`src/design/bbgd_pkg.sv`:
```
// Package: shared constants for the board bus glue decode and its user-side partner
package bbgd_pkg;

    // ****************************************
    // Address decode
    // ****************************************
    localparam int          ADDR_W         = 24;
    localparam int          SEG_NUM        = 5;
    localparam logic [7:0]  SEG_BASE_A     = 8'h02;
    localparam logic [7:0]  SEG_BASE_B     = 8'h04;
    localparam logic [7:0]  SEG_BASE_C     = 8'h05;
    localparam logic [7:0]  SEG_BASE_D     = 8'h06;
    localparam logic [7:0]  SEG_BASE_F     = 8'h07;
    localparam logic [7:0]  SYNC_PAGE      = 8'h03;

    // ****************************************
    // Interrupt
    // ****************************************
    localparam logic [2:0]  USER_IRQ_LEVEL = 3'h4;
    localparam logic [7:0]  AUTOVEC_NUM    = 8'h1c;
    localparam logic [2:0]  FC_INT_ACK     = 3'h7;

    // ****************************************
    // Timing and idle interrupt level
    // ****************************************
    localparam int          CLK_HZ         = 20_000_000;
    localparam int          SYNC_CLK_HZ    = 400_000;
    localparam int          SYNC_HALF      = CLK_HZ / SYNC_CLK_HZ / 2;
    localparam logic [5:0]  SYNC_HALF_CNT  = 6'(SYNC_HALF - 1);
    localparam logic [2:0]  IRQ_NONE       = 3'h0;

endpackage : bbgd_pkg

```
`src/design/bbgd_if.sv`:
```
// Interface: processor-board bus seen by the glue logic and by user logic
`timescale 1ns/100ps
interface bbgd_if;
    logic [bbgd_pkg::SEG_NUM-1:0] seg_enable_n;
    logic                         sync_page_sel;
    logic                         periph_addr_valid_n;
    logic                         sync_clk;
    logic                         xfer_ack_n;
    logic                         ext_ack_n_o;
    logic                         ext_ack_n_oe_n;
    logic                         user_irq_n;
    logic [2:0]                   irq_level;
    logic                         autovec;
    logic [7:0]                   vec_num;
    logic [7:0]                   data_lo_o;
    logic                         data_lo_oe_n;

    modport glue
    (
        output seg_enable_n, sync_page_sel, periph_addr_valid_n, sync_clk,
        output xfer_ack_n, irq_level, autovec, vec_num,
        input  ext_ack_n_o, ext_ack_n_oe_n, user_irq_n
    );
    modport user
    (
        input  seg_enable_n, sync_page_sel, periph_addr_valid_n, sync_clk, xfer_ack_n,
        output ext_ack_n_o, ext_ack_n_oe_n, user_irq_n, data_lo_o, data_lo_oe_n
    );
endinterface : bbgd_if

```
`src/design/bbgd_glue.sv`:
```
// Module: board glue for segment decode, sync page, acknowledge and user interrupt
// Notes on behaviour
// - Five low segment enables, one per segment
// - Enables valid only with strobe and decode
// - User never drives combined ack directly
// - User interrupts only via level four
// - Sync page request peripheral address valid
// - Processor aligns to sync clock, asserts valid
// - Page select needs page, valid, low strobe
// - Sync peripherals use low eight data bits
// - Low user request gives level four
// - Level four acknowledge answers autovector 28
// - User holds request until software clears
// - Software installs vector at 0x000070
// - User request pin is input only
`timescale 1ns/100ps
module bbgd_glue
(
    input  wire logic                          clock,
    input  wire logic                          rst_n,
    input  wire logic                          clk_en,
    input  wire logic [bbgd_pkg::ADDR_W-1:0]   addr,
    input  wire logic                          addr_strobe_n,
    input  wire logic                          low_byte_strobe_n,
    input  wire logic                          sync_cycle_valid_n,
    input  wire logic [2:0]                    func_code,
    input  wire logic                          timer_chip_ack_n,
    input  wire logic                          timer_chip_ack_oe_n,
    input  wire logic                          ram_ack_n,
    input  wire logic                          rom_ack_n,
    bbgd_if.glue                               bus
);

    // ****************************************
    // Decode
    // ****************************************
    // Address high byte selects the 64K segment
    wire logic [7:0]                  seg_byte = addr[23:16];
    wire logic                        strobe   = ~addr_strobe_n;
    wire logic [7:0]                  seg_base [bbgd_pkg::SEG_NUM];
    wire logic [bbgd_pkg::SEG_NUM-1:0] seg_hit;
    wire logic                        page_hit;
    wire logic                        page_sel;
    wire logic                        user_ack_join;
    wire logic                        ack_all_n;
    wire logic                        int_ack;

    assign seg_base[0] = bbgd_pkg::SEG_BASE_A;
    assign seg_base[1] = bbgd_pkg::SEG_BASE_B;
    assign seg_base[2] = bbgd_pkg::SEG_BASE_C;
    assign seg_base[3] = bbgd_pkg::SEG_BASE_D;
    assign seg_base[4] = bbgd_pkg::SEG_BASE_F;

    // Each enable qualified by the strobe, so nothing lingers between cycles
    genvar g;
    generate
        for (g = 0; g < bbgd_pkg::SEG_NUM; g++)
        begin : g_seg
            assign seg_hit[g] = strobe && (seg_byte == seg_base[g]);
        end
    endgenerate

    assign page_hit = strobe && (seg_byte == bbgd_pkg::SYNC_PAGE);
    assign page_sel = page_hit && !sync_cycle_valid_n && !low_byte_strobe_n;

    // Shared point: low when the enabled timer driver or the enabled user open-drain pulls low, else pull-up
    assign user_ack_join = (!timer_chip_ack_oe_n && !timer_chip_ack_n) ||
                           (!bus.ext_ack_n_oe_n && !bus.ext_ack_n_o) ? 1'b0 : 1'b1;
    assign ack_all_n     = user_ack_join & ram_ack_n & rom_ack_n;
    assign int_ack       = strobe && (func_code == bbgd_pkg::FC_INT_ACK) &&
                           (addr[3:1] == bbgd_pkg::USER_IRQ_LEVEL);

    // ****************************************
    // Registered outputs
    // ****************************************
    logic [bbgd_pkg::SEG_NUM-1:0] seg_en_n_q;
    logic                         page_sel_q;
    logic                         pav_n_q;
    logic                         ack_q;
    logic [2:0]                   irq_q;
    logic                         autovec_q;
    logic [5:0]                   div_cnt;
    logic                         sync_clk_q;

    // Outputs one clock after the bus inputs; 50 ns is small against bus timing
    always_ff @(posedge clock)
    begin
        if (!rst_n)
        begin
            seg_en_n_q <= '1;
            page_sel_q <= 1'b0;
            pav_n_q    <= 1'b1;
            ack_q      <= 1'b1;
            irq_q      <= bbgd_pkg::IRQ_NONE;
            autovec_q  <= 1'b0;
        end
        else if (clk_en)
        begin
            seg_en_n_q <= ~seg_hit;
            page_sel_q <= page_sel;
            pav_n_q    <= ~(page_hit || int_ack);
            ack_q      <= ack_all_n;
            irq_q      <= bus.user_irq_n ? bbgd_pkg::IRQ_NONE
                                         : bbgd_pkg::USER_IRQ_LEVEL;
            autovec_q  <= int_ack;
        end
    end

    // Sync clock divider, 20 MHz down to 400 kHz
    always_ff @(posedge clock)
    begin
        if (!rst_n)
        begin
            div_cnt    <= 6'h00;
            sync_clk_q <= 1'b0;
        end
        else if (clk_en)
        begin
            if (div_cnt == bbgd_pkg::SYNC_HALF_CNT)
            begin
                div_cnt    <= 6'h00;
                sync_clk_q <= ~sync_clk_q;
            end
            else
            begin
                div_cnt <= div_cnt + 6'h01;
            end
        end
    end

    assign bus.seg_enable_n        = seg_en_n_q;
    assign bus.sync_page_sel       = page_sel_q;
    assign bus.periph_addr_valid_n = pav_n_q;
    assign bus.xfer_ack_n          = ack_q;
    assign bus.irq_level           = irq_q;
    assign bus.autovec             = autovec_q;
    assign bus.vec_num             = bbgd_pkg::AUTOVEC_NUM;
    assign bus.sync_clk            = sync_clk_q;

endmodule : bbgd_glue

```
`src/flat_wrapper.sv`:
```
// flat-port wrapper written by rule: the top's interface ports become plain ports
module bbgd_glue_flat 
  (clock, rst_n, clk_en, addr, addr_strobe_n, low_byte_strobe_n, sync_cycle_valid_n, func_code, timer_chip_ack_n, timer_chip_ack_oe_n, ram_ack_n, rom_ack_n, bus_seg_enable_n, bus_sync_page_sel, bus_periph_addr_valid_n, bus_sync_clk, bus_xfer_ack_n, bus_irq_level, bus_autovec, bus_vec_num, bus_ext_ack_n_o, bus_ext_ack_n_oe_n, bus_user_irq_n);
  bbgd_if bus_i ();
  input  wire logic clock;
  input  wire logic rst_n;
  input  wire logic clk_en;
  input  wire logic [bbgd_pkg::ADDR_W-1:0] addr;
  input  wire logic addr_strobe_n;
  input  wire logic low_byte_strobe_n;
  input  wire logic sync_cycle_valid_n;
  input  wire logic [2:0] func_code;
  input  wire logic timer_chip_ack_n;
  input  wire logic timer_chip_ack_oe_n;
  input  wire logic ram_ack_n;
  input  wire logic rom_ack_n;
  output wire logic [$bits(bus_i.seg_enable_n)-1:0] bus_seg_enable_n;
  output wire logic [$bits(bus_i.sync_page_sel)-1:0] bus_sync_page_sel;
  output wire logic [$bits(bus_i.periph_addr_valid_n)-1:0] bus_periph_addr_valid_n;
  output wire logic [$bits(bus_i.sync_clk)-1:0] bus_sync_clk;
  output wire logic [$bits(bus_i.xfer_ack_n)-1:0] bus_xfer_ack_n;
  output wire logic [$bits(bus_i.irq_level)-1:0] bus_irq_level;
  output wire logic [$bits(bus_i.autovec)-1:0] bus_autovec;
  output wire logic [$bits(bus_i.vec_num)-1:0] bus_vec_num;
  input wire logic [$bits(bus_i.ext_ack_n_o)-1:0] bus_ext_ack_n_o;
  input wire logic [$bits(bus_i.ext_ack_n_oe_n)-1:0] bus_ext_ack_n_oe_n;
  input wire logic [$bits(bus_i.user_irq_n)-1:0] bus_user_irq_n;
  assign bus_seg_enable_n = bus_i.seg_enable_n;
  assign bus_sync_page_sel = bus_i.sync_page_sel;
  assign bus_periph_addr_valid_n = bus_i.periph_addr_valid_n;
  assign bus_sync_clk = bus_i.sync_clk;
  assign bus_xfer_ack_n = bus_i.xfer_ack_n;
  assign bus_irq_level = bus_i.irq_level;
  assign bus_autovec = bus_i.autovec;
  assign bus_vec_num = bus_i.vec_num;
  assign bus_i.ext_ack_n_o = bus_ext_ack_n_o;
  assign bus_i.ext_ack_n_oe_n = bus_ext_ack_n_oe_n;
  assign bus_i.user_irq_n = bus_user_irq_n;
  bbgd_glue u_core (.clock(clock), .rst_n(rst_n), .clk_en(clk_en), .addr(addr), .addr_strobe_n(addr_strobe_n), .low_byte_strobe_n(low_byte_strobe_n), .sync_cycle_valid_n(sync_cycle_valid_n), .func_code(func_code), .timer_chip_ack_n(timer_chip_ack_n), .timer_chip_ack_oe_n(timer_chip_ack_oe_n), .ram_ack_n(ram_ack_n), .rom_ack_n(rom_ack_n), .bus(bus_i));
endmodule
```
`config.mk`:
```
export PLATFORM = sky130hd
export DESIGN_NAME = bbgd_glue_flat
export DESIGN_NICKNAME = d
export VERILOG_FILES = /design/src/design/bbgd_pkg.sv /design/src/design/bbgd_if.sv /design/src/design/bbgd_glue.sv /design/src/flat_wrapper.sv
export SDC_FILE = /design/constraint.sdc
export NUM_CORES = 1
export LEC_CHECK = 0
export BUFFER_PORTS_ARGS = -buffer_cell sky130_fd_sc_hd__clkbuf_2
export CAP_MARGIN = 20
export CORE_MARGIN = 1.5
export CORE_UTILIZATION = 35
export DETAILED_ROUTE_END_ITERATION = 12
export PLACE_DENSITY = 0.74
export SLEW_MARGIN = 40
export SYNTH_ARGS = -nofsm -noshare
export SYNTH_HDL_FRONTEND = slang
export SYNTH_SLANG_ARGS = --single-unit
```
`constraint.sdc`:
```
create_clock -name clock -period 1.75 [get_ports clock]
set_input_delay 0.35 -clock clock [delete_from_list [all_inputs] [get_ports clock]]
set_output_delay 0.35 -clock clock [all_outputs]
set_load 0.01 [all_outputs]
```
# Word level (Yosys, flattened, before mapping)
# Index checks and enable logic that the tools add are counted.
dict set report classes {
  n_addsub 1
  eq_ne 9
  mux 3
  n_bitwise 6
  reduce_logical 21
}
# cell count
set op_table {}
lappend op_table {{$eq 8x3->1 const B} 4}
lappend op_table {{$eq 8x2->1 const B} 2}
lappend op_table {{$logic_and 1x1->1} 12}
lappend op_table {{$add 6x1->6 const B} 1}
lappend op_table {{$eq 3x3->1 const B} 2}
lappend op_table {{$eq 6x5->1 const B} 1}
lappend op_table {{$logic_not 1->1} 6}
lappend op_table {{$mux 6} 1}
lappend op_table {{$not 5->5} 1}
lappend op_table {{$mux 3} 1}
lappend op_table {{$not 1->1} 3}
lappend op_table {{$and 1x1->1} 2}
lappend op_table {{$logic_or 1x1->1} 2}
lappend op_table {{$reduce_and 2->1} 1}
lappend op_table {{$mux 1} 1}
dict set report word_totals {
  regBits 19
  inputBits 40
  output_inout_bits 21
}

# Longest topological paths before layout
# Gate-level depths: netlist of run 1.
dict set report logic_depth {
  ltp_word 6
  depth_mapped 5
  mapped_depth_nobuf 5
}

# Worst setup path after synthesis of run 1
# No wires, ideal clock.
dict set report synth_timing {
  kind {input -> register}
  from {in addr[21] (netlist bit)}
  to {reg u_core.seg_en_n_q (netlist bit u_core.bus.seg_enable_n[1])}
  setup_time_ns 0.122
  t_arrival_ns 1.658
  t_required_ns 1.628
  setup_slack_ns -0.030
  path_stages 3
  cell_sequence {or4_4 or4_4 o32a_1}
}
dict set report synth_between {
  elab_chain_len 3
}
# item line_no
set synth_lines {}
lappend synth_lines {{from (decl)} flat_wrapper.sv:8} ;# input wire logic [bbgd_pkg::ADDR_W-1:0] addr;
lappend synth_lines {{$eq 8x3->1} bbgd_glue.sv:59} ;# assign seg_hit[g] = strobe && (seg_byte == seg_base[g]);
lappend synth_lines {{$logic_and 1x1->1} bbgd_glue.sv:59}
lappend synth_lines {{$not 5->5} bbgd_glue.sv:99} ;# seg_en_n_q <= ~seg_hit;
lappend synth_lines {{to (signal assigned)} bbgd_glue.sv:99}
lappend synth_lines {{to (decl)} bbgd_glue.sv:76} ;# logic [bbgd_pkg::SEG_NUM-1:0] seg_en_n_q;
# Every way passes these cells.
# A chain may end at the register's enable or synchronous reset.

# Worst setup path after layout of run 1
# Same ends and word-level chain as after synthesis.

==> metrics.yaml, run 1 <==
setup_viol: 0
ir_drop_mv: 0.469
layout-drive-gt1-share_pct: 35.6
status: "complete, no violations"
ant_nets: 0
cp_data_required_time_ps: 1920
syn_area_um2: 820
fp.dieW_um: 51.4
fill_cells: 230
seqCellArea_um2: 340
clkLatencyLatePin_ps: 290
io_pins: 61
initial_core_util_pct: 37.0
rsz0062_at_grt: "no"
diodes: 0
die_h_um: 51.4
end_kind: "register"
min_period_ps: 1630
hold_path_class: "input pin to register"
routedWlPerCell_um: 11.1
synth.area.top_cells: "dfxtp_1 42%, buf_4 9.2%, o32a_1 3.7%"
power.density_nw_per_um2: 680
overflow: 0
viasPerCell: 4.83
core-area_um2: 2210
intPower_uw: 531
path_clk_slew_ps: 90
postSynthAreaPerCell_um2: 9.01
cts_setup_buffers: 0
synth_area_leader_cell: "dfxtp_1"
synth_seq_cells: 17
tritoncts: "built"
htree_levels: 1
port-buffer-count: 37
arrival_ps: 1800
syn2layout_area_growth_pct: 26.9
synthesis.instances: 91
sw_frac_of_total_pct: 24.9
clockRootBuffer: "clkbuf_4"
wl_met2_um: 910
route.detailed.drc: 0
yosysSeqAreaShare_pct: 41.5
p_sw_uw: 176
timing_worst_setup_path_type: "input pin to register"
via_count: 773
drt-met1-wl_um: 723
placed_cells: 156
drv_cap: 0
totalWireLength_um: 1770
highest_layer: "met4"
drt-pass1-iter-count: 2
cts_buffer_depth: 2
track_usage_pct: 14.6
leakagePower_uw: 0.000472
fin_nets: 175
max_clock_freq_ghz: 0.615
ctsResizeCount: 0
fp.dieArea_um2: 2640
startpoint_type: "input pin"
synth_top_area_share_pct: 41.5
yosysWarnings: 0
multi_input_area_um2: 408
hpwl_um: 1500
yosysUniqueCellTypes: 31
dr_wl_met3_um: 106
final_max_slew_viol_count: 0
fin_crit_sh_pct: 93.0
finalHoldViolCount: 0
gp_congestion: 0.791
skew_ps: 5.68
cts_made_buffers: 3
grt_pass1_wl_um: 2930
fin_cells: 160
finalPower_uw: 707
grt_max_degree: 13
cts_hold_buf: 0
grt_pass1_vias: 708
clockPowerShare_pct: 28.8
drtIter0Drc: 8
cp_max_fo: 4
antenna_found_initial: 0
p_seq_share_pct: 57.1
clock_sinks: 17
pwr-share-comb_pct: 14.1
row_count: 17
==> critical path, cell delays in order <==
cell,delay [ps]
clkbuf_2,90
or4_4,530
or4_4,520
o32a_1,310
==> through the flow <==
step | hold slack (ps) | util [%] | cell area, um2 | TNS, ps | setup WS (ps)
after floorplan | 412 | - | 850 | -89.8 | -30.0
after global placement | 451 | 45.8 | 1010 | -440 | -134
after detailed placement | 462 | 45.8 | 1010 | -605 | -195
after CTS | 220 | 47.0 | 1040 | 0 | 111
after global routing | 233 | 47.0 | 1040 | 0 | 107
final | 230 | 47.0 | 1040 | 0 | 123
==> power by group through the flow <==
| stage | Clock, uW | Combinational [uW] | Sequential (uW) |
|---|---|---|---|
| 3_3_place_gp | 0 | 96.8 | 413 |
| 4_1_cts | 214 | 100 | 404 |
| 2_1_floorplan | 0 | 63.6 | 414 |
| 6_report | 204 | 99.5 | 404 |
| 3_5_place_dp | 0 | 100 | 413 |
| 5_1_grt | 228 | 114 | 405 |
==> cell families after synthesis <==
group / share of synthesized area (%)
muxes: 1.22
other: 0.916
DFF: 41.5
xor gates and xnor gates: 4.28
and+or+nand+nor: 20.6
adders and majority gates: 3.05
buffers and inverters: 12.4
AOI/OAI and AO/OA: 16.0
==> registers in the layout, indices dropped and copies added, names as in the netlist <==
register,flops
u_core.bus.sync_clk,1
u_core.bus.seg_enable_n,5
u_core.bus.irq_level,1
u_core.div_cnt,6
u_core.bus.autovec,1
u_core.bus.xfer_ack_n,1
u_core.bus.periph_addr_valid_n,1
u_core.bus.sync_page_sel,1
==> final cells by class <==
type,count,area share (%)
clock buffer,4,2.53
inverter,6,2.17
multi-input combinational,65,39.2
timing repair buffer,40,20.0
sequential,17,32.7
tap,28,3.37
==> cells in the final DEF, fill, tap and decap left out <==
cell type / instances
inv_1: 6
o32a_1: 3
nor4_1: 1
a31o_2: 1
nand3b_1: 1
dfxtp_1: 17
nor2b_1: 1
xnor2_1: 1
o21ai_0: 4
nand2_1: 7
clkbuf_1: 1
or4_4: 2
nand3_1: 1
nand4bb_1: 1
nand4_1: 3
o211ai_1: 1
conb_1: 10
a32o_1: 1
o32ai_1: 1
a21oi_1: 4
xor2_1: 3
clkbuf_4: 3
clkbuf_2: 37
nor2_1: 7
mux2i_1: 1
buf_4: 3
or3_1: 3
a211oi_1: 1
o22a_2: 1
nor4bb_1: 1
nor3_1: 2
a211o_1: 1
ha_1: 2
==> cells in the mapped netlist <==
cell and count:
dfxtp_1 17, buf_4 10, nand2_1 7, nor2_1 7
inv_1 6, a21oi_1 4, o21ai_0 4, nand4_1 3
o32a_1 3, or3_1 3, xor2_1 3, conb_1 2
ha_1 2, nor3_1 2, or4_4 2, a211o_1 1
a211oi_1 1, a31o_2 1, a32o_1 1, buf_1 1
mux2i_1 1, nand3_1 1, nand3b_1 1, nand4bb_1 1
nor2b_1 1, nor4_1 1, nor4bb_1 1, o211ai_1 1
o22a_2 1, o32ai_1 1, xnor2_1 1
==> layer usage <==
metal  global-route usage [%]  vias to the layer above
met5                        0                        -
met4                     7.02                        0
met3                     1.75                        5
met2                     26.1                       23
met1                     17.2                      355
li1                         -                      390
==> worst paths after layout <==
check,cells after the start,from,to,slack [ps]
setup / recovery,4,addr[21],u_core.bus.seg_enable_n[1],120
setup reg to reg,5,u_core.div_cnt[0],u_core.bus.sync_clk,520
hold reg to reg,2,u_core.bus.autovec,u_core.bus.autovec,470
hold / removal,2,bus_user_irq_n,u_core.bus.irq_level[2],230
No activity file was read; power rests on OpenSTA's default activity.
==> run 2, diff against run 1 <==
--- a/config.mk
+++ b/config.mk
@@ -5,10 +5,11 @@
 export SDC_FILE = /design/constraint.sdc
 export NUM_CORES = 1
 export LEC_CHECK = 0
+export ABC_AREA = 1
 export BUFFER_PORTS_ARGS = -buffer_cell sky130_fd_sc_hd__clkbuf_2
 export CAP_MARGIN = 20
 export CORE_MARGIN = 1.5
-export CORE_UTILIZATION = 35
+export CORE_UTILIZATION = 36
 export DETAILED_ROUTE_END_ITERATION = 12
 export PLACE_DENSITY = 0.74
 export SLEW_MARGIN = 40
==> run 2 against run 1 <==
  * Final cell count up 21%
  * Worst hold slack worse by 1.2 ps
  * Count of clock-buffer cells in the layout shrank 1
==> metrics.yaml, run 2 <==
fin_crit_sh_pct: 64.6  # -28 points
cts_setup_buffers: 0  # unchanged
cts_hold_buf: 0  # unchanged
grt_pass1_vias: 723  # +2.1%
ctsResizeCount: 0  # unchanged
r2r-start: "u_core.div_cnt[0]"
skew_ps: 1.05  # -4.63 ps
grt_max_degree: 16  # +3
ys.flop_type: "dfxtp_1"
core-area_um2: 2250  # +1.9%
fill_cells: 249  # +8.3%
r2r-end: "u_core.div_cnt[4]"
via_count: 877  # +13%
grt_most_used_layer: "met2"
hpwl_um: 1470  # -1.9%
path_clk_slew_ps: 100  # about the same
status: "complete, no violations"
fp.dieW_um: 52.4  # +2.0%
grt.met3_usage_pct: 2.57  # +0.82 points
drt-pass1-iter-count: 4  # +2
cts_made_buffers: 3  # unchanged
critPathLaunch: "u_core.bus.seg_enable_n[3]"
min_period_ps: 1130  # -497 ps
crit_family: "flip-flops"
startpoint_type: "register"
totalWireLength_um: 1770  # -0.28%
io_pins: 61  # unchanged
cp-endpoint: "bus_seg_enable_n[3]"
timing_worst_setup_path_type: "register to primary output"
hold_path_class: "input pin to register"
diodes: 0  # unchanged
tritoncts: "built"
seqCellArea_um2: 340  # unchanged
die_h_um: 52.4  # +2.0%
viasPerCell: 4.52  # -6.4%
multi_input_area_um2: 427  # +4.6%
grt_pass1_wl_um: 2830  # -3.5%
yosysSeqAreaShare_pct: 38.7  # -2.8 points
final_max_slew_viol_count: 0  # unchanged
clock_sinks: 17  # unchanged
drv_cap: 0  # unchanged
final_util_pct: 47.8  # +0.83 points
fin_ws_ps: 620  # +497 ps
synth_area_leader_cell: "dfxtp_1"
syn2layout_area_growth_pct: 22.8
power.density_nw_per_um2: 682  # +0.23%
cts_buffer_depth: 2  # unchanged
yosysMostFrequentCell: "nand2_1"
ff2ff_path_depth: 5  # unchanged
cp_slowest_stage_delay_ps: 360  # -170 ps
gp_congestion: 0.746  # -5.6%
use_met1_pct: 16.7  # -0.49 points
synthesis.instances: 128  # +41%
crit_chain: "clkbuf_2"
synth_top_cells_by_count: "28 x nand2_1, 17 x dfxtp_1, 16 x nor2_1"
track_usage_pct: 13.6  # -1.1 points
rsz0062_at_grt: "no"
clkLatencyLatePin_ps: 280  # about the same
drtIter0Drc: 18  # +10
finalHoldViolCount: 0  # unchanged
row_count: 17  # unchanged
fin_nets: 209  # +19%
antenna_found_initial: 0  # unchanged
crit_cells: 1  # -3
crit_buf_inv: 1  # unchanged
final_common_cell: "clkbuf_2"
use_met2_pct: 23.1  # -2.9 points
initial_core_util_pct: 39.0  # +1.9 points
ir_drop_mv: 0.414  # -12%
fp.dieArea_um2: 2750  # +3.9%
clockRootBuffer: "clkbuf_4"
layout_common_cells: "37 x clkbuf_2, 28 x nand2_1, 17 x dfxtp_1"
placed_cells: 190  # +22%
cp_slowest_cell: "dfxtp_1"
fin_cells: 194  # +21%
arrival_ps: 780  # -1020 ps
yosysWarnings: 0  # unchanged
htree_levels: 1  # unchanged
synth_seq_cells: 17  # unchanged
routedWlPerCell_um: 9.11  # -18%
fin_tns_setup_ps: 0  # unchanged
port-buffer-count: 37  # unchanged
yosysUniqueCellTypes: 17  # -45%
post-place-ws_ps: 332  # +527 ps
setup_viol: 0  # unchanged
cp_max_fo: 2  # -2
regMostFlops: "u_core.div_cnt"
synth.area.top_cells: "dfxtp_1 39%, nand2_1 12%, buf_4 8.5%"
r2r_setup_slack_ps: 690  # +170 ps
cp_data_required_time_ps: 1400  # -520 ps
largest_reg_flops: 6  # unchanged
layout-drive-gt1-share_pct: 25.9  # -9.7 points
overflow: 0  # unchanged
end_kind: "primary output"
ant_nets: 0  # unchanged
postSynth.asyncResetShare_pct: 0  # unchanged
synth_top_area_share_pct: 38.7  # -2.8 points
route.detailed.drc: 0  # unchanged
syn_area_um2: 878  # +7.2%
leakagePower_uw: 0.000576  # +22%
postSynthAreaPerCell_um2: 6.86  # -24%
synth_edf_count: 0  # unchanged
max_clock_freq_ghz: 0.885  # +44%
[run 2: worst min-delay path by stage]
stage | startpoint | endpoint | cells after the start
after floorplan | rst_n | u_core.bus.seg_enable_n[0] | 1
after global placement | u_core.bus.seg_enable_n[1] | u_core.bus.seg_enable_n[1] | 2
after detailed placement | u_core.bus.sync_page_sel | u_core.bus.sync_page_sel | 2
after CTS | bus_user_irq_n | u_core.bus.irq_level[2] | 2
after global routing | bus_user_irq_n | u_core.bus.irq_level[2] | 2
final | bus_user_irq_n | u_core.bus.irq_level[2] | 2
[run 2: cells by family after synthesis]
| logic type | after synthesis | synth area share [%] |
|---|---|---|
| xor+xnor | 3 | 2.99 |
| other cells | 2 | 0.855 |
| compound gates | 16 | 9.40 |
| simple gates | 61 | 29.1 |
| buf+inv | 27 | 16.1 |
| fa+ha+maj | 2 | 2.85 |
| flops | 17 | 38.7 |
[run 2: area by class of cell]
cell class	instances	share of cell area [%]
clock buffer	3	2.09
multi-input combinational	92	39.6
timing repair buffer	38	17.9
tap	28	3.25
sequential	17	31.6
clock inverter	1	0.464
inverter	15	5.22
[run 2: layer usage]
metal / part of all wire [%] / wire [um] / vias to the layer above
met2: 49 / 871 / 25
met4: 0.28 / 5 / 0
met3: 5.3 / 94 / 2
met5: 0 / 0 / -
met1: 45 / 795 / 393
li1: - / - / 457
[run 2: through the flow]
stage / hold WS [ps] / cell area [um2] / total power [uW]
floorplan: 434 / 908 / 499
global placement: 456 / 1050 / 534
detailed placement: 459 / 1050 / 539
CTS: 220 / 1080 / 744
global route: 211 / 1080 / 781
finish: 229 / 1080 / 735
[run 2: report_power, final]
group	total (uW)	internal [uW]	switching, uW
sequential	412	403	9.33
combinational	117	48.8	68.4
clock	206	84.8	122
total	735	536	199
==> run 3, diff against run 2 <==
==> constraint.sdc (replaced) <==
create_clock -name clock -period 0.95 [get_ports clock]
set_input_delay 0.19 -clock clock [delete_from_list [all_inputs] [get_ports clock]]
set_output_delay 0.19 -clock clock [all_outputs]
set_load 0.01 [all_outputs]
==> run 3 against run 2 <==
  * The flow now finishes with violations (setup timing)
  * Largest power group unchanged
  * Sequential share of layout area down 2.8 points
  * Via count rose by 4.4%
  * Clock power is 94% higher
  * Routed wire length is 15% higher
  * Highest routed layer unchanged
  * Total power increased by 98%
  * Count of clock-buffer cells in the layout unchanged
  * Sequential power up 88%
  * Design area is 17% higher
  * Critical path type is now register to register
  * Worst hold slack lost 190 ps
  * Worst setup slack worse by 700 ps
==> metrics.yaml, run 3 (same netlist as run 2, synthesis figures left out) <==
hold_start: "bus_user_irq_n"
rsz0062_at_grt: "yes"
startpoint_type: "register"
fin_crit_sh_pct: 108
ant_nets: 0  # unchanged
cts_made_buffers: 3  # unchanged
cp_max_fo: 4  # +2
die_h_um: 52.4  # unchanged
power.density_nw_per_um2: 1150  # +69%
drtIter0Drc: 18  # unchanged
violations: "setup timing"
io_pins: 61  # unchanged
timing_worst_setup_path_type: "register to register"
track_usage_pct: 15.3  # +1.7 points
cts_hold_buf: 0  # unchanged
routedWlPerCell_um: 10.1  # +11%
layout_common_cells: "27 x clkbuf_2, 26 x nand2_1, 15 x nor2_1"
port-buffer-count: 37  # unchanged
htree_levels: 1  # unchanged
fin_cells: 201  # +3.6%
diodes: 0  # unchanged
setup_viol: 6  # +6
final_common_cell: "clkbuf_2"
min_period_ps: 1030
core-area_um2: 2250  # unchanged
r2r_setup_slack_ps: -80  # -770 ps
grt_max_degree: 12  # -4
fp.dieArea_um2: 2750  # unchanged
r2r-start: "u_core.div_cnt[1]"
fin_nets: 216  # +3.3%
end_kind: "register"
cp_data_required_time_ps: 1140  # -260 ps
route.detailed.drc: 0  # unchanged
hold_path_class: "input pin to register"
final_max_slew_viol_count: 0  # unchanged
gp_congestion: 0.779  # +4.4%
path_clk_slew_ps: 110  # about the same
status: "complete, but fails checks"
skew_ps: 15.2  # +14.1 ps
ff2ff_path_depth: 5  # unchanged
placed_cells: 194  # +2.1%
clockRootBuffer: "clkbuf_4"
grt_pass1_vias: 794  # +9.8%
clkLatencyLatePin_ps: 300  # +20 ps
final_cell_area_um2: 1260  # +17%
clock_sinks: 17  # unchanged
largest_reg_flops: 6  # unchanged
totalWireLength_um: 2030  # +15%
drv_cap: 0  # unchanged
r2r-end: "u_core.div_cnt[4]"
overflow: 0  # unchanged
fp.dieW_um: 52.4  # unchanged
hold-path-endpoint: "u_core.bus.irq_level[2]"
tritoncts: "built"
hold_depth: 2  # unchanged
hpwl_um: 1490  # +1.6%
leakagePower_uw: 0.000629  # +9.3%
antenna_found_initial: 0  # unchanged
regMostFlops: "u_core.div_cnt"
arrival_ps: 1220  # +440 ps
post-place-ws_ps: -126  # -458 ps
fin_ws_ps: -77.3  # -698 ps
via_count: 916  # +4.4%
drt-pass1-iter-count: 4  # unchanged
finalHoldViolCount: 0  # unchanged
grt_pass1_wl_um: 3110  # +9.8%
ir_drop_mv: 0.802  # +94%
cts_buffer_depth: 2  # unchanged
row_count: 17  # unchanged
place_area_um2: 1080  # +2.9%
syn2layout_area_growth_pct: 43.9
layout-drive-gt1-share_pct: 41.6  # +16 points
initial_core_util_pct: 39.0  # unchanged
viasPerCell: 4.56  # +0.81%
max_clock_freq_ghz: 0.973
[run 3: cell count changes in the layout (fill, tap and decap cells not counted), moves of 7 or more]
| cell | previous run | this run |
|---|---|---|
| clkbuf_2 | 37 | 27 |
| dfxtp_1 | 17 | 3 |
| buf_6 | 0 | 10 |
| buf_4 | 1 | 8 |
| dfxtp_2 | 0 | 12 |
[run 3: what timing repair did]
action,in CTS,in global routing
endpoints found under the setup margin,18,17
pin swaps,8,10
setup buffers,2,1
gates resized for setup,19,30
[run 3: cell type report]
type | count | area (um2)
well taps | 28 | 35.0
flip-flops and latches | 17 | 363
clock buffers | 3 | 22.5
multi-input cells | 92 | 469
repair buffers | 45 | 308
clock inverters | 1 | 5.00
fillers | 217 | 991
inverters | 15 | 61.3
[run 3: how the worst max path moves through the flow]
stage | from | to | slack, ps | depth (start not counted)
2_1_floorplan | u_core.div_cnt[0] | u_core.div_cnt[1] | 20 | 4
3_3_place_gp | u_core.div_cnt[0] | u_core.div_cnt[4] | -40 | 5
3_5_place_dp | u_core.div_cnt[0] | u_core.div_cnt[4] | -130 | 5
4_1_cts | u_core.div_cnt[1] | u_core.div_cnt[4] | -50 | 5
5_1_grt | u_core.div_cnt[0] | u_core.div_cnt[5] | -130 | 5
6_report | u_core.div_cnt[1] | u_core.div_cnt[4] | -80 | 5
[run 3: metal layers]
| layer | share of wire (%) | routed length, um | GRT usage (%) | up-vias |
|---|---|---|---|---|
| met5 | 0 | 0 | 0 | - |
| met4 | 1.3 | 26 | 8.12 | 0 |
| met3 | 6.6 | 133 | 2.57 | 4 |
| met2 | 51 | 1030 | 27.3 | 33 |
| met1 | 41 | 839 | 17.1 | 405 |
| li1 | - | - | - | 474 |
[run 3: power breakdown]
group	switching (uW)	internal, uW	total (uW)
Sequential	28.1	746	774
Clock	242	157	399
Combinational	143	142	285
Total	413	1040	1460
[run 3: through the flow]
step / setup TNS (ps) / total power [uW] / hold slack (ps) / utilization [%]
after global placement: -157 / 999 / 372 / 47.9
final: -360 / 1460 / 42.2 / 56.0
after detailed placement: -532 / 1010 / 372 / 47.9
after CTS: -265 / 1420 / 40.3 / 51.3
after global routing: -780 / 1520 / 48.4 / 56.0
after floorplan: 0 / 920 / 274 / -
[run 3: critical path, stage by stage (launching register included)]
cell     delay (ps)
dfxtp_4         380
inv_4            60
ha_4            120
nand4_1         150
nand2_2         150
nor2_1           50
